$ cat src/logic/qsif_pkg.sv
// Contract
// RULE1: dma bus error sets bit 11
// RULE2: packet completion sets bit 10
// RULE3: descriptor processing done sets bit 9
// RULE4: control free space above threshold sets bit 8
// RULE5: control buffer empty sets bit 7
// RULE6: control buffer full sets bit 6
// RULE7: receive free space above threshold sets bit 5
// RULE8: receive buffer full sets bit 4
// RULE9: receive buffer empty sets bit 3
// RULE10: boot mode holds bit 5 until first read
// RULE11: write one clears flag, zero keeps
// RULE12: reset value has bits 7,5,3,2,0 set
// RULE13: bits above 11 read zero, ignore writes
// RULE14: transmit conditions set bits 2,1,0
// RULE15: flags sticky; set beats clear
package qsif_pkg;
  // ==========================================================
  // register map (byte addresses, own choice)
  localparam logic [7:0]  QSIF_STATUS_OFS  = 8'h00; // status, w1c
  localparam logic [7:0]  QSIF_CLEAR_OFS   = 8'h04; // write-only clear
  localparam logic [7:0]  QSIF_ENABLE_OFS  = 8'h08; // interrupt enable
  localparam logic [7:0]  QSIF_LEVEL_OFS   = 8'h0C; // threshold settings
  localparam logic [7:0]  QSIF_CONTROL_OFS = 8'h10; // boot mode control
  // ==========================================================
  // field positions
  localparam int QSIF_FLAG_W      = 12; // implemented flag bits
  localparam int QSIF_DMA_ERR_BIT = 11;
  localparam int QSIF_PKT_BIT     = 10;
  localparam int QSIF_BD_BIT      = 9;
  localparam int QSIF_CON_THR_BIT = 8;
  localparam int QSIF_CON_EMP_BIT = 7;
  localparam int QSIF_CON_FUL_BIT = 6;
  localparam int QSIF_RX_THR_BIT  = 5;
  localparam int QSIF_RX_FUL_BIT  = 4;
  localparam int QSIF_RX_EMP_BIT  = 3;
  localparam int QSIF_TX_THR_BIT  = 2;
  localparam int QSIF_TX_FUL_BIT  = 1;
  localparam int QSIF_TX_EMP_BIT  = 0;
  localparam int QSIF_LVL_W       = 8;  // width of one threshold field
  localparam int QSIF_CON_LVL_POS = 0;  // control threshold field
  localparam int QSIF_RX_LVL_POS  = 8;  // receive threshold field
  localparam int QSIF_TX_LVL_POS  = 16; // transmit threshold field
  localparam int QSIF_BOOT_BIT    = 0;  // control: boot/xip mode
  // ==========================================================
  // reset values
  localparam logic [11:0] QSIF_FLAG_RST  = 12'h0AD; // see RULE12
  localparam logic [11:0] QSIF_EN_RST    = 12'h000;
  localparam logic [7:0]  QSIF_LVL_RST   = 8'h00;
  localparam logic        QSIF_BOOT_RST  = 1'b0;

  // buffer occupancy seen by the flag logic
  typedef struct packed {
    logic [7:0] free_words; // words of free space
    logic       empty;      // no entries
    logic       full;       // no free space
  } qsif_buf_type;

  // one-cycle dma event pulses
  typedef struct packed {
    logic bus_error;   // dma bus error
    logic pkt_done;    // descriptor packet complete
    logic bd_done;     // descriptor processing done
  } qsif_dma_type;
endpackage

$ cat src/logic/qsif_status.sv
module qsif_status (
  input  wire logic                  i_clock,
  input  wire logic                  i_nrst,
  // classic wishbone slave
  input  wire logic                  i_wb_cyc,
  input  wire logic                  i_wb_stb,
  input  wire logic                  i_wb_we,
  input  wire logic [7:0]            i_wb_adr,
  input  wire logic [3:0]            i_wb_sel,
  input  wire logic [31:0]           i_wb_dat,
  output logic      [31:0]           o_wb_dat,
  output logic                       o_wb_ack,
  output logic                       o_wb_err,
  // hardware condition inputs
  input  wire qsif_pkg::qsif_dma_type i_dma,
  input  wire qsif_pkg::qsif_buf_type i_con_buf,
  input  wire qsif_pkg::qsif_buf_type i_rx_buf,
  input  wire qsif_pkg::qsif_buf_type i_tx_buf,
  input  wire logic                  i_sys_read_req,
  // interrupt request
  output logic                       o_irq
);
  import qsif_pkg::*;

  // ==========================================================
  // state
  logic [11:0] flags_q;     // sticky status flags
  logic [11:0] enable_q;    // interrupt enable mask
  logic [7:0]  con_lvl_q;   // control threshold
  logic [7:0]  rx_lvl_q;    // receive threshold
  logic [7:0]  tx_lvl_q;    // transmit threshold
  logic        boot_q;      // boot/xip mode
  logic        boot_hold_q; // rx threshold forced until first read
  logic [11:0] set_d;       // hardware set terms
  logic [11:0] clr_d;       // software clear terms
  logic        acc;         // new bus access this cycle
  logic        wr;          // write access
  logic        hit;         // mapped address
  logic        rd_status_q; // answer in flight is a status read

  // byte-lane mask over the flag bits: lane 0 holds bits 7:0, lane 1
  // bits 11:8; the upper lanes carry no flag, so their strobes are moot
  function automatic logic [11:0] lane_mask(input logic [3:0] sel);
    return {{4{sel[1]}}, {8{sel[0]}}};
  endfunction

  // ==========================================================
  // bus decode; ack for one cycle, dropped before a new one
  assign acc = i_wb_cyc && i_wb_stb && !o_wb_ack && !o_wb_err;
  assign wr  = acc && i_wb_we;
  always_comb begin
    case (i_wb_adr)
      QSIF_STATUS_OFS, QSIF_CLEAR_OFS, QSIF_ENABLE_OFS,
      QSIF_LEVEL_OFS, QSIF_CONTROL_OFS: hit = 1'b1;
      default:                          hit = 1'b0;
    endcase
  end

  // ==========================================================
  // hardware set conditions
  always_comb begin
    set_d = '0;
    set_d[QSIF_DMA_ERR_BIT] = i_dma.bus_error;                // see RULE1
    set_d[QSIF_PKT_BIT]     = i_dma.pkt_done;                 // see RULE2
    set_d[QSIF_BD_BIT]      = i_dma.bd_done;                  // see RULE3
    set_d[QSIF_CON_THR_BIT] = i_con_buf.free_words > con_lvl_q; // see RULE4
    set_d[QSIF_CON_EMP_BIT] = i_con_buf.empty;                // see RULE5
    set_d[QSIF_CON_FUL_BIT] = i_con_buf.full;                 // see RULE6
    // boot mode: flag forced whatever the threshold, held until first read
    set_d[QSIF_RX_THR_BIT]  = (i_rx_buf.free_words > rx_lvl_q) ||
                              (boot_hold_q && boot_q);         // see RULE7 RULE10
    set_d[QSIF_RX_FUL_BIT]  = i_rx_buf.full;                  // see RULE8
    set_d[QSIF_RX_EMP_BIT]  = i_rx_buf.empty;                 // see RULE9
    set_d[QSIF_TX_THR_BIT]  = i_tx_buf.free_words > tx_lvl_q; // see RULE14
    set_d[QSIF_TX_FUL_BIT]  = i_tx_buf.full;                  // see RULE14
    set_d[QSIF_TX_EMP_BIT]  = i_tx_buf.empty;                 // see RULE14
  end

  // software clear: write one to status or clear register; the status
  // offset also clears so software can write back what it just read
  always_comb begin
    clr_d = '0;
    if (wr && (i_wb_adr == QSIF_STATUS_OFS || i_wb_adr == QSIF_CLEAR_OFS)) begin
      clr_d = i_wb_dat[11:0] & lane_mask(i_wb_sel);          // see RULE11
    end
  end

  // ==========================================================
  // sticky flags; set wins over clear
  always_ff @(posedge i_clock or negedge i_nrst) begin
    if (!i_nrst) begin
      flags_q <= QSIF_FLAG_RST;                               // see RULE12
    end else begin
      flags_q <= (flags_q & ~clr_d) | set_d;                  // see RULE15
    end
  end

  // boot hold: armed by reset, dropped only by the first system read;
  // it forces the flag only while boot mode is on, so a plain start is
  // unaffected; limitation: boot mode must be set before that first read
  always_ff @(posedge i_clock or negedge i_nrst) begin
    if (!i_nrst) begin
      boot_hold_q <= 1'b1;
    end else if (i_sys_read_req) begin
      boot_hold_q <= 1'b0;                                    // see RULE10
    end
  end

  // ==========================================================
  // configuration registers
  always_ff @(posedge i_clock or negedge i_nrst) begin
    if (!i_nrst) begin
      enable_q  <= QSIF_EN_RST;
      con_lvl_q <= QSIF_LVL_RST;
      rx_lvl_q  <= QSIF_LVL_RST;
      tx_lvl_q  <= QSIF_LVL_RST;
      boot_q    <= QSIF_BOOT_RST;
    end else if (wr) begin
      case (i_wb_adr)
        QSIF_ENABLE_OFS: begin
          enable_q <= (enable_q & ~lane_mask(i_wb_sel)) |
                      (i_wb_dat[11:0] & lane_mask(i_wb_sel));
        end
        QSIF_LEVEL_OFS: begin
          con_lvl_q <= i_wb_sel[0] ? i_wb_dat[QSIF_CON_LVL_POS +: QSIF_LVL_W]
                                   : con_lvl_q;
          rx_lvl_q  <= i_wb_sel[1] ? i_wb_dat[QSIF_RX_LVL_POS +: QSIF_LVL_W]
                                   : rx_lvl_q;
          tx_lvl_q  <= i_wb_sel[2] ? i_wb_dat[QSIF_TX_LVL_POS +: QSIF_LVL_W]
                                   : tx_lvl_q;
        end
        QSIF_CONTROL_OFS: begin
          if (i_wb_sel[0]) begin
            boot_q <= i_wb_dat[QSIF_BOOT_BIT];
          end
        end
        default: begin
        end
      endcase
    end
  end

  // ==========================================================
  // bus answer: registered, one cycle after the request
  always_ff @(posedge i_clock or negedge i_nrst) begin
    if (!i_nrst) begin
      o_wb_ack <= 1'b0;
      o_wb_err <= 1'b0;
      o_wb_dat <= 32'h0000_0000;
    end else begin
      o_wb_ack <= acc && hit;
      o_wb_err <= acc && !hit;
      o_wb_dat <= 32'h0000_0000;
      if (acc && !i_wb_we) begin
        case (i_wb_adr)
          QSIF_STATUS_OFS:  o_wb_dat <= {20'h00000, flags_q};  // see RULE13
          QSIF_ENABLE_OFS:  o_wb_dat <= {20'h00000, enable_q};
          QSIF_LEVEL_OFS:   o_wb_dat <= {8'h00, tx_lvl_q, rx_lvl_q, con_lvl_q};
          QSIF_CONTROL_OFS: o_wb_dat <= {31'h00000000, boot_q};
          default:          o_wb_dat <= 32'h0000_0000; // clear reads zero
        endcase
      end
    end
  end

  // marks an answer in flight as a status read, for the upper-bit check
  always_ff @(posedge i_clock or negedge i_nrst) begin
    if (!i_nrst) begin
      rd_status_q <= 1'b0;
    end else begin
      rd_status_q <= acc && !i_wb_we && (i_wb_adr == QSIF_STATUS_OFS);
    end
  end

  // interrupt level from enabled flags
  always_ff @(posedge i_clock or negedge i_nrst) begin
    if (!i_nrst) begin
      o_irq <= 1'b0;
    end else begin
      o_irq <= |(((flags_q & ~clr_d) | set_d) & enable_q);
    end
  end

  // ==========================================================
  // checks: every hardware condition shows on the next edge
  // a dma error pulse must leave its flag behind
  property p_set_wins;
    @(posedge i_clock) disable iff (!i_nrst)
    i_dma.bus_error |=> flags_q[QSIF_DMA_ERR_BIT];
  endproperty
  a_set_wins: assert property (p_set_wins) else $error("dma flag lost"); // see RULE1

  // a finished packet must be flagged
  property p_pkt;
    @(posedge i_clock) disable iff (!i_nrst)
    i_dma.pkt_done |=> flags_q[QSIF_PKT_BIT];
  endproperty
  a_pkt: assert property (p_pkt) else $error("packet flag missed"); // see RULE2

  // finished descriptor processing must be flagged
  property p_bd;
    @(posedge i_clock) disable iff (!i_nrst)
    i_dma.bd_done |=> flags_q[QSIF_BD_BIT];
  endproperty
  a_bd: assert property (p_bd) else $error("descriptor flag missed"); // see RULE3

  // control free space above its level
  property p_con_thr;
    @(posedge i_clock) disable iff (!i_nrst)
    (i_con_buf.free_words > con_lvl_q) |=> flags_q[QSIF_CON_THR_BIT];
  endproperty
  a_con_thr: assert property (p_con_thr) else $error("con threshold missed"); // see RULE4

  // control buffer empty
  property p_con_empty;
    @(posedge i_clock) disable iff (!i_nrst)
    i_con_buf.empty |=> flags_q[QSIF_CON_EMP_BIT];
  endproperty
  a_con_empty: assert property (p_con_empty) else $error("con empty missed"); // see RULE5

  // control buffer full
  property p_con_full;
    @(posedge i_clock) disable iff (!i_nrst)
    i_con_buf.full |=> flags_q[QSIF_CON_FUL_BIT];
  endproperty
  a_con_full: assert property (p_con_full) else $error("con full missed"); // see RULE6

  // receive free space above its level
  property p_rx_thr;
    @(posedge i_clock) disable iff (!i_nrst)
    (i_rx_buf.free_words > rx_lvl_q) |=> flags_q[QSIF_RX_THR_BIT];
  endproperty
  a_rx_thr: assert property (p_rx_thr) else $error("rx threshold missed"); // see RULE7

  // receive buffer full
  property p_rx_full;
    @(posedge i_clock) disable iff (!i_nrst)
    i_rx_buf.full |=> flags_q[QSIF_RX_FUL_BIT];
  endproperty
  a_rx_full: assert property (p_rx_full) else $error("rx full missed"); // see RULE8

  // receive buffer empty
  property p_rx_empty;
    @(posedge i_clock) disable iff (!i_nrst)
    i_rx_buf.empty |=> flags_q[QSIF_RX_EMP_BIT];
  endproperty
  a_rx_empty: assert property (p_rx_empty) else $error("rx empty missed"); // see RULE9

  // transmit free space above its level
  property p_tx_thr;
    @(posedge i_clock) disable iff (!i_nrst)
    (i_tx_buf.free_words > tx_lvl_q) |=> flags_q[QSIF_TX_THR_BIT];
  endproperty
  a_tx_thr: assert property (p_tx_thr) else $error("tx threshold missed"); // see RULE14

  // transmit buffer full
  property p_tx_full;
    @(posedge i_clock) disable iff (!i_nrst)
    i_tx_buf.full |=> flags_q[QSIF_TX_FUL_BIT];
  endproperty
  a_tx_full: assert property (p_tx_full) else $error("tx full missed"); // see RULE14

  // transmit buffer empty
  property p_tx_empty;
    @(posedge i_clock) disable iff (!i_nrst)
    i_tx_buf.empty |=> flags_q[QSIF_TX_EMP_BIT];
  endproperty
  a_tx_empty: assert property (p_tx_empty) else $error("tx empty missed"); // see RULE14

  // ==========================================================
  // checks: boot hold
  // in boot mode the receive threshold flag is held until a system read
  property p_boot;
    @(posedge i_clock) disable iff (!i_nrst)
    (boot_hold_q && boot_q) |=> flags_q[QSIF_RX_THR_BIT];
  endproperty
  a_boot: assert property (p_boot) else $error("boot threshold flag low"); // see RULE10

  // the first system read ends the hold
  property p_hold_drop;
    @(posedge i_clock) disable iff (!i_nrst)
    i_sys_read_req |=> !boot_hold_q;
  endproperty
  a_hold_drop: assert property (p_hold_drop) else $error("boot hold kept"); // see RULE10

  // ==========================================================
  // checks: software side of the flags
  // a written one clears the packet flag when no new packet lands
  property p_clear;
    @(posedge i_clock) disable iff (!i_nrst)
    (wr && i_wb_adr == QSIF_STATUS_OFS && i_wb_sel[1] && i_wb_dat[QSIF_PKT_BIT] &&
     !i_dma.pkt_done) |=> !flags_q[QSIF_PKT_BIT];
  endproperty
  a_clear: assert property (p_clear) else $error("flag not cleared"); // see RULE11

  // a written zero leaves a set flag alone
  property p_zero_keeps;
    @(posedge i_clock) disable iff (!i_nrst)
    (wr && i_wb_adr == QSIF_STATUS_OFS && !i_wb_dat[QSIF_DMA_ERR_BIT] &&
     flags_q[QSIF_DMA_ERR_BIT]) |=> flags_q[QSIF_DMA_ERR_BIT];
  endproperty
  a_zero_keeps: assert property (p_zero_keeps) else $error("flag lost on zero"); // see RULE11

  // a set flag stays until a one is written to it
  property p_sticky;
    @(posedge i_clock) disable iff (!i_nrst)
    (flags_q[QSIF_BD_BIT] && !clr_d[QSIF_BD_BIT]) |=> flags_q[QSIF_BD_BIT];
  endproperty
  a_sticky: assert property (p_sticky) else $error("flag dropped"); // see RULE15

  // a status read shows zeros above the flags
  property p_upper;
    @(posedge i_clock) disable iff (!i_nrst)
    (o_wb_ack && rd_status_q) |-> (o_wb_dat[31:12] == 20'h00000);
  endproperty
  a_upper: assert property (p_upper) else $error("upper bits not zero"); // see RULE13

  // ==========================================================
  // checks: bus answer and interrupt
  // ack lasts one cycle, so no access is taken twice
  property p_ack_once;
    @(posedge i_clock) disable iff (!i_nrst)
    o_wb_ack |=> !o_wb_ack;
  endproperty
  a_ack_once: assert property (p_ack_once) else $error("ack held too long");

  // one answer per access, never both kinds
  property p_ack_err;
    @(posedge i_clock) disable iff (!i_nrst)
    !(o_wb_ack && o_wb_err);
  endproperty
  a_ack_err: assert property (p_ack_err) else $error("ack and err together");

  // an unmapped access leaves the interrupt enables unchanged
  property p_refused;
    @(posedge i_clock) disable iff (!i_nrst)
    (acc && !hit) |=> $stable(enable_q);
  endproperty
  a_refused: assert property (p_refused) else $error("unmapped access took effect");

  // an enabled flag left alone raises the interrupt
  property p_irq;
    @(posedge i_clock) disable iff (!i_nrst)
    ((|(flags_q & enable_q)) && !wr) |=> o_irq;
  endproperty
  a_irq: assert property (p_irq) else $error("interrupt missing");

endmodule

$ cat config.mk
export PLATFORM = sky130hd
export DESIGN_NAME = qsif_status
export DESIGN_NICKNAME = d
export VERILOG_FILES = /design/src/logic/qsif_pkg.sv /design/src/logic/qsif_status.sv
export SDC_FILE = /design/constraint.sdc
export NUM_CORES = 1
export LEC_CHECK = 0
export BUFFER_PORTS_ARGS = -buffer_cell sky130_fd_sc_hd__buf_4
export CAP_MARGIN = 20
export CORE_ASPECT_RATIO = 2
export CORE_MARGIN = 2
export CORE_UTILIZATION = 40
export CTS_CLUSTER_SIZE = 14
export DETAILED_ROUTE_END_ITERATION = 10
export SETUP_SLACK_MARGIN = 0.15
export SYNTH_ARGS = -nofsm -noshare
export SYNTH_HDL_FRONTEND = slang
export SYNTH_SLANG_ARGS = --single-unit
$ cat constraint.sdc
create_clock -name i_clock -period 2.28 [get_ports i_clock]
set_input_delay 0.342 -clock i_clock [delete_from_list [all_inputs] [get_ports i_clock]]
set_output_delay 0.342 -clock i_clock [all_outputs]
set_load 0.05 [all_outputs]
==> run summary <==
outcome - completed
worst skew pair latency - 0.34 ns
Via density - 5.04
Period minus WS final - 2.10 ns
CTS tree - done
placed inst area - 5040 µm²
htree depth - 3
num rows - 51
Final Cycle Share - 92.3%
Worst setup SP type - flop
Routed wire per std cell - 16.3 µm
post-synthesis cell area - 4030 µm²
FF+latch count, synth - 77
number of global-route vias before repair - 3474
router iterations before antenna repair - 4
initial antenna violation count - 0
worst slew pin tran - 0.508 ns
number of synthesized flops with an enable pin - 0
Data required, critical path - 2.51 ns
Sw Ratio - 24.1%
nets - 604
Max Clock Skew - 0.00651 ns
CTS buffer count - 9
ant diodes - 0
Max IR drop VDD - 0.379 mV
Area growth syn-to-layout - 34.6%
grt total ovfl - 0
DIE AREA - 10900 µm²
Clock power frac - 45.5%
root buffer cell - clkbuf_16
Post-Route WL - 10300 µm
Final Hold Viols - 0
Leak - 2.64 nW
first-pass GRT wire length - 16900 µm
DR vias - 3193
clk sinks - 77
crit path kind - reg -> reg
Routability Congestion - 0.833
top_reg_cell synth - dfrtp_1
hpwl dp - 7930 µm
CTS clock-pin slew for the worst setup and hold paths - 0.06 ns
fmax - 475 MHz
Internal - 2.40 mW
Net Switching - 765 µW
Slew Viols, Final - 0
largest net degree at the start of global routing - 50
synth warn - 0
DIE HEIGHT - 146 µm
RSZ-0062 raised after global routing - true
Final WS setup - 0.176 ns
Setup WS pre-CTS - -0.108 ns
combinational power share - 11.0%
Design Area, Final - 5420 µm²
sequential power share - 43.5%
post-route ant nets - 0
DRC violations left - 0
Syn Inst Count - 376
slew margin rel. - 66.2%
Core Region - 9760 µm²
share of cells above drive strength 1 - 40.1%
MaxCap Viol Count - 0
final setup vio count - 0
PwrDens - 585 nW/µm²
initial core utilization - 41.2%
die width - 74.9 µm
peak fanout along the critical path - 6
DR iter-0 viols - 249
Total GRT Usage - 20.6%
Worst EP arrival - 2.33 ns
Setup crit end kind - flop
clk buf depth - 2
Mean Syn Cell Area - 10.7 µm²
count of cell types in the netlist - 50
IO buf count - 100
Final Util - 55.5%
Min-Delay Path Class - in -> reg
Ports - 118
fraction of registers with async set/reset - 100%
Seq/Total Area, Yosys - 48.1%
Yosys cell counts (all sizes together) (3+ instances only):
cell type   n  area [µm²]
buf        13        90.1
nand4      12        87.6
nor4        4        31.3
dfstp       6         158
nor2b       8        50.1
clkbuf      8        31.3
or4         3        26.3
mux2       37         417
a21oi      23         115
a211oi      3        22.5
a21o        9        67.6
o21ai      18        90.1
nand2      19        71.3
mux2i      13         130
and2        4        25.0
dfrtp      71        1780
inv        27         101
nor3       15        86.3
and4b       3        30.0
nor2       31         124
ha         24         300
and3        3        18.8
through the flow:
stage / hold slack, ns / cells / TNS (ns) / total power [mW]
6_report: 0.112 / 633 / 0 / 3.17
2_1_floorplan: 0.0464 / 383 / 0 / 1.57
5_1_grt: 0.110 / 633 / 0 / 3.29
4_1_cts: 0.110 / 631 / 0 / 3.20
3_3_place_gp: 0.295 / 615 / -0.908 / 1.74
3_5_place_dp: 0.301 / 615 / -0.941 / 1.74
cell type report:
type | instances | area, µm²
clock buffer | 10 | 239
clock inverter | 5 | 58.8
fill | 915 | 4350
inverter | 27 | 101
multi-input combinational | 258 | 1940
sequential | 77 | 1940
tap | 132 | 165
timing repair buffer | 124 | 971
cell usage in the layout, fill, tap and decap left out, types with 2 or more instances in the layout:
| cell | synthesis | routed |
|---|---|---|
| buf_4 | 8 | 120 |
| dfrtp_1 | 71 | 69 |
| mux2_2 | 37 | 37 |
| nor2_1 | 30 | 30 |
| inv_1 | 27 | 26 |
| ha_1 | 24 | 23 |
| a21oi_1 | 23 | 22 |
| nand2_1 | 19 | 19 |
| o21ai_0 | 18 | 15 |
| nor3_1 | 14 | 14 |
| mux2i_1 | 13 | 13 |
| nand4_1 | 10 | 10 |
| a21o_1 | 9 | 9 |
| clkbuf_16 | 0 | 9 |
| nor2b_1 | 8 | 8 |
| conb_1 | 1 | 8 |
| dfstp_2 | 6 | 6 |
| and2_1 | 3 | 3 |
| and3_1 | 3 | 3 |
| and4b_1 | 3 | 3 |
| buf_12 | 0 | 3 |
| nand3_1 | 2 | 2 |
| nor4_1 | 3 | 2 |
| a221oi_1 | 2 | 2 |
| or4_4 | 1 | 2 |
| nor4_2 | 1 | 2 |
| or2_2 | 2 | 2 |
| a211oi_1 | 3 | 2 |
| o21ai_1 | 0 | 2 |
| nand4_2 | 2 | 2 |
| clkinvlp_4 | 0 | 2 |
| dfrtp_2 | 0 | 2 |
cell families (layout without fill, tap and decap cells):
logic type,Yosys count,in the layout,synth area share (%)
adders and majority gates,24,24,7.46
other,1,8,0.0932
AOI/OAI and AO/OA,63,63,9.36
DFF,77,77,48.1
and+or+nand+nor,113,113,15.9
buffers and inverters,48,166,5.53
muxes,50,50,13.6
worst max-delay path: stages, from the launching register on:
cell and delay (ns):
dfrtp_2 0.42, nor4bb_1 0.27, buf_4 0.19, buf_4 0.14, nand4_1 0.11, and3_1 0.20
a2111o_1 0.38, a211o_1 0.27
power by group through the flow:
stage	registers (mW)	logic, mW	clock network, mW
after global routing	1.38	0.389	1.52
after global placement	1.40	0.334	0
final	1.38	0.347	1.44
after detailed placement	1.40	0.340	0
after floorplan	1.41	0.151	0
after CTS	1.38	0.350	1.47
path summary, 6_finish.rpt:
check                               startpoint            to  slack [ns]  cells after the start
worst max-delay path                  o_wb_err         o_irq        0.18                      7
worst min-delay path            i_sys_read_req   boot_hold_q        0.11                      2
worst max register to register        o_wb_err         o_irq        0.18                      7
worst min register to register     boot_hold_q   boot_hold_q        0.49                      1
max in group asynchronous               i_nrst   boot_hold_q        1.17                      3
min in group asynchronous               i_nrst  o_wb_dat[19]        0.47                      2
metal layers:
layer / wire length [µm] / GRT usage [%] / vias up
li1: - / - / 1555
met1: 3650 / 21.3 / 1531
met2: 5950 / 38.1 / 90
met3: 391 / 2.70 / 17
met4: 316 / 10.2 / 0
met5: 0 / 0 / -
what timing repair did:
action / in CTS / in global routing
resized for setup: 9 / 3
endpoints found under the hold margin: 25 / 0
setup endpoints to repair: 1 / 1
hold buffers: 1 / 0
setup buffers: 0 / 2
pin swaps: 3 / 2
(Power assumes the default switching activity.)
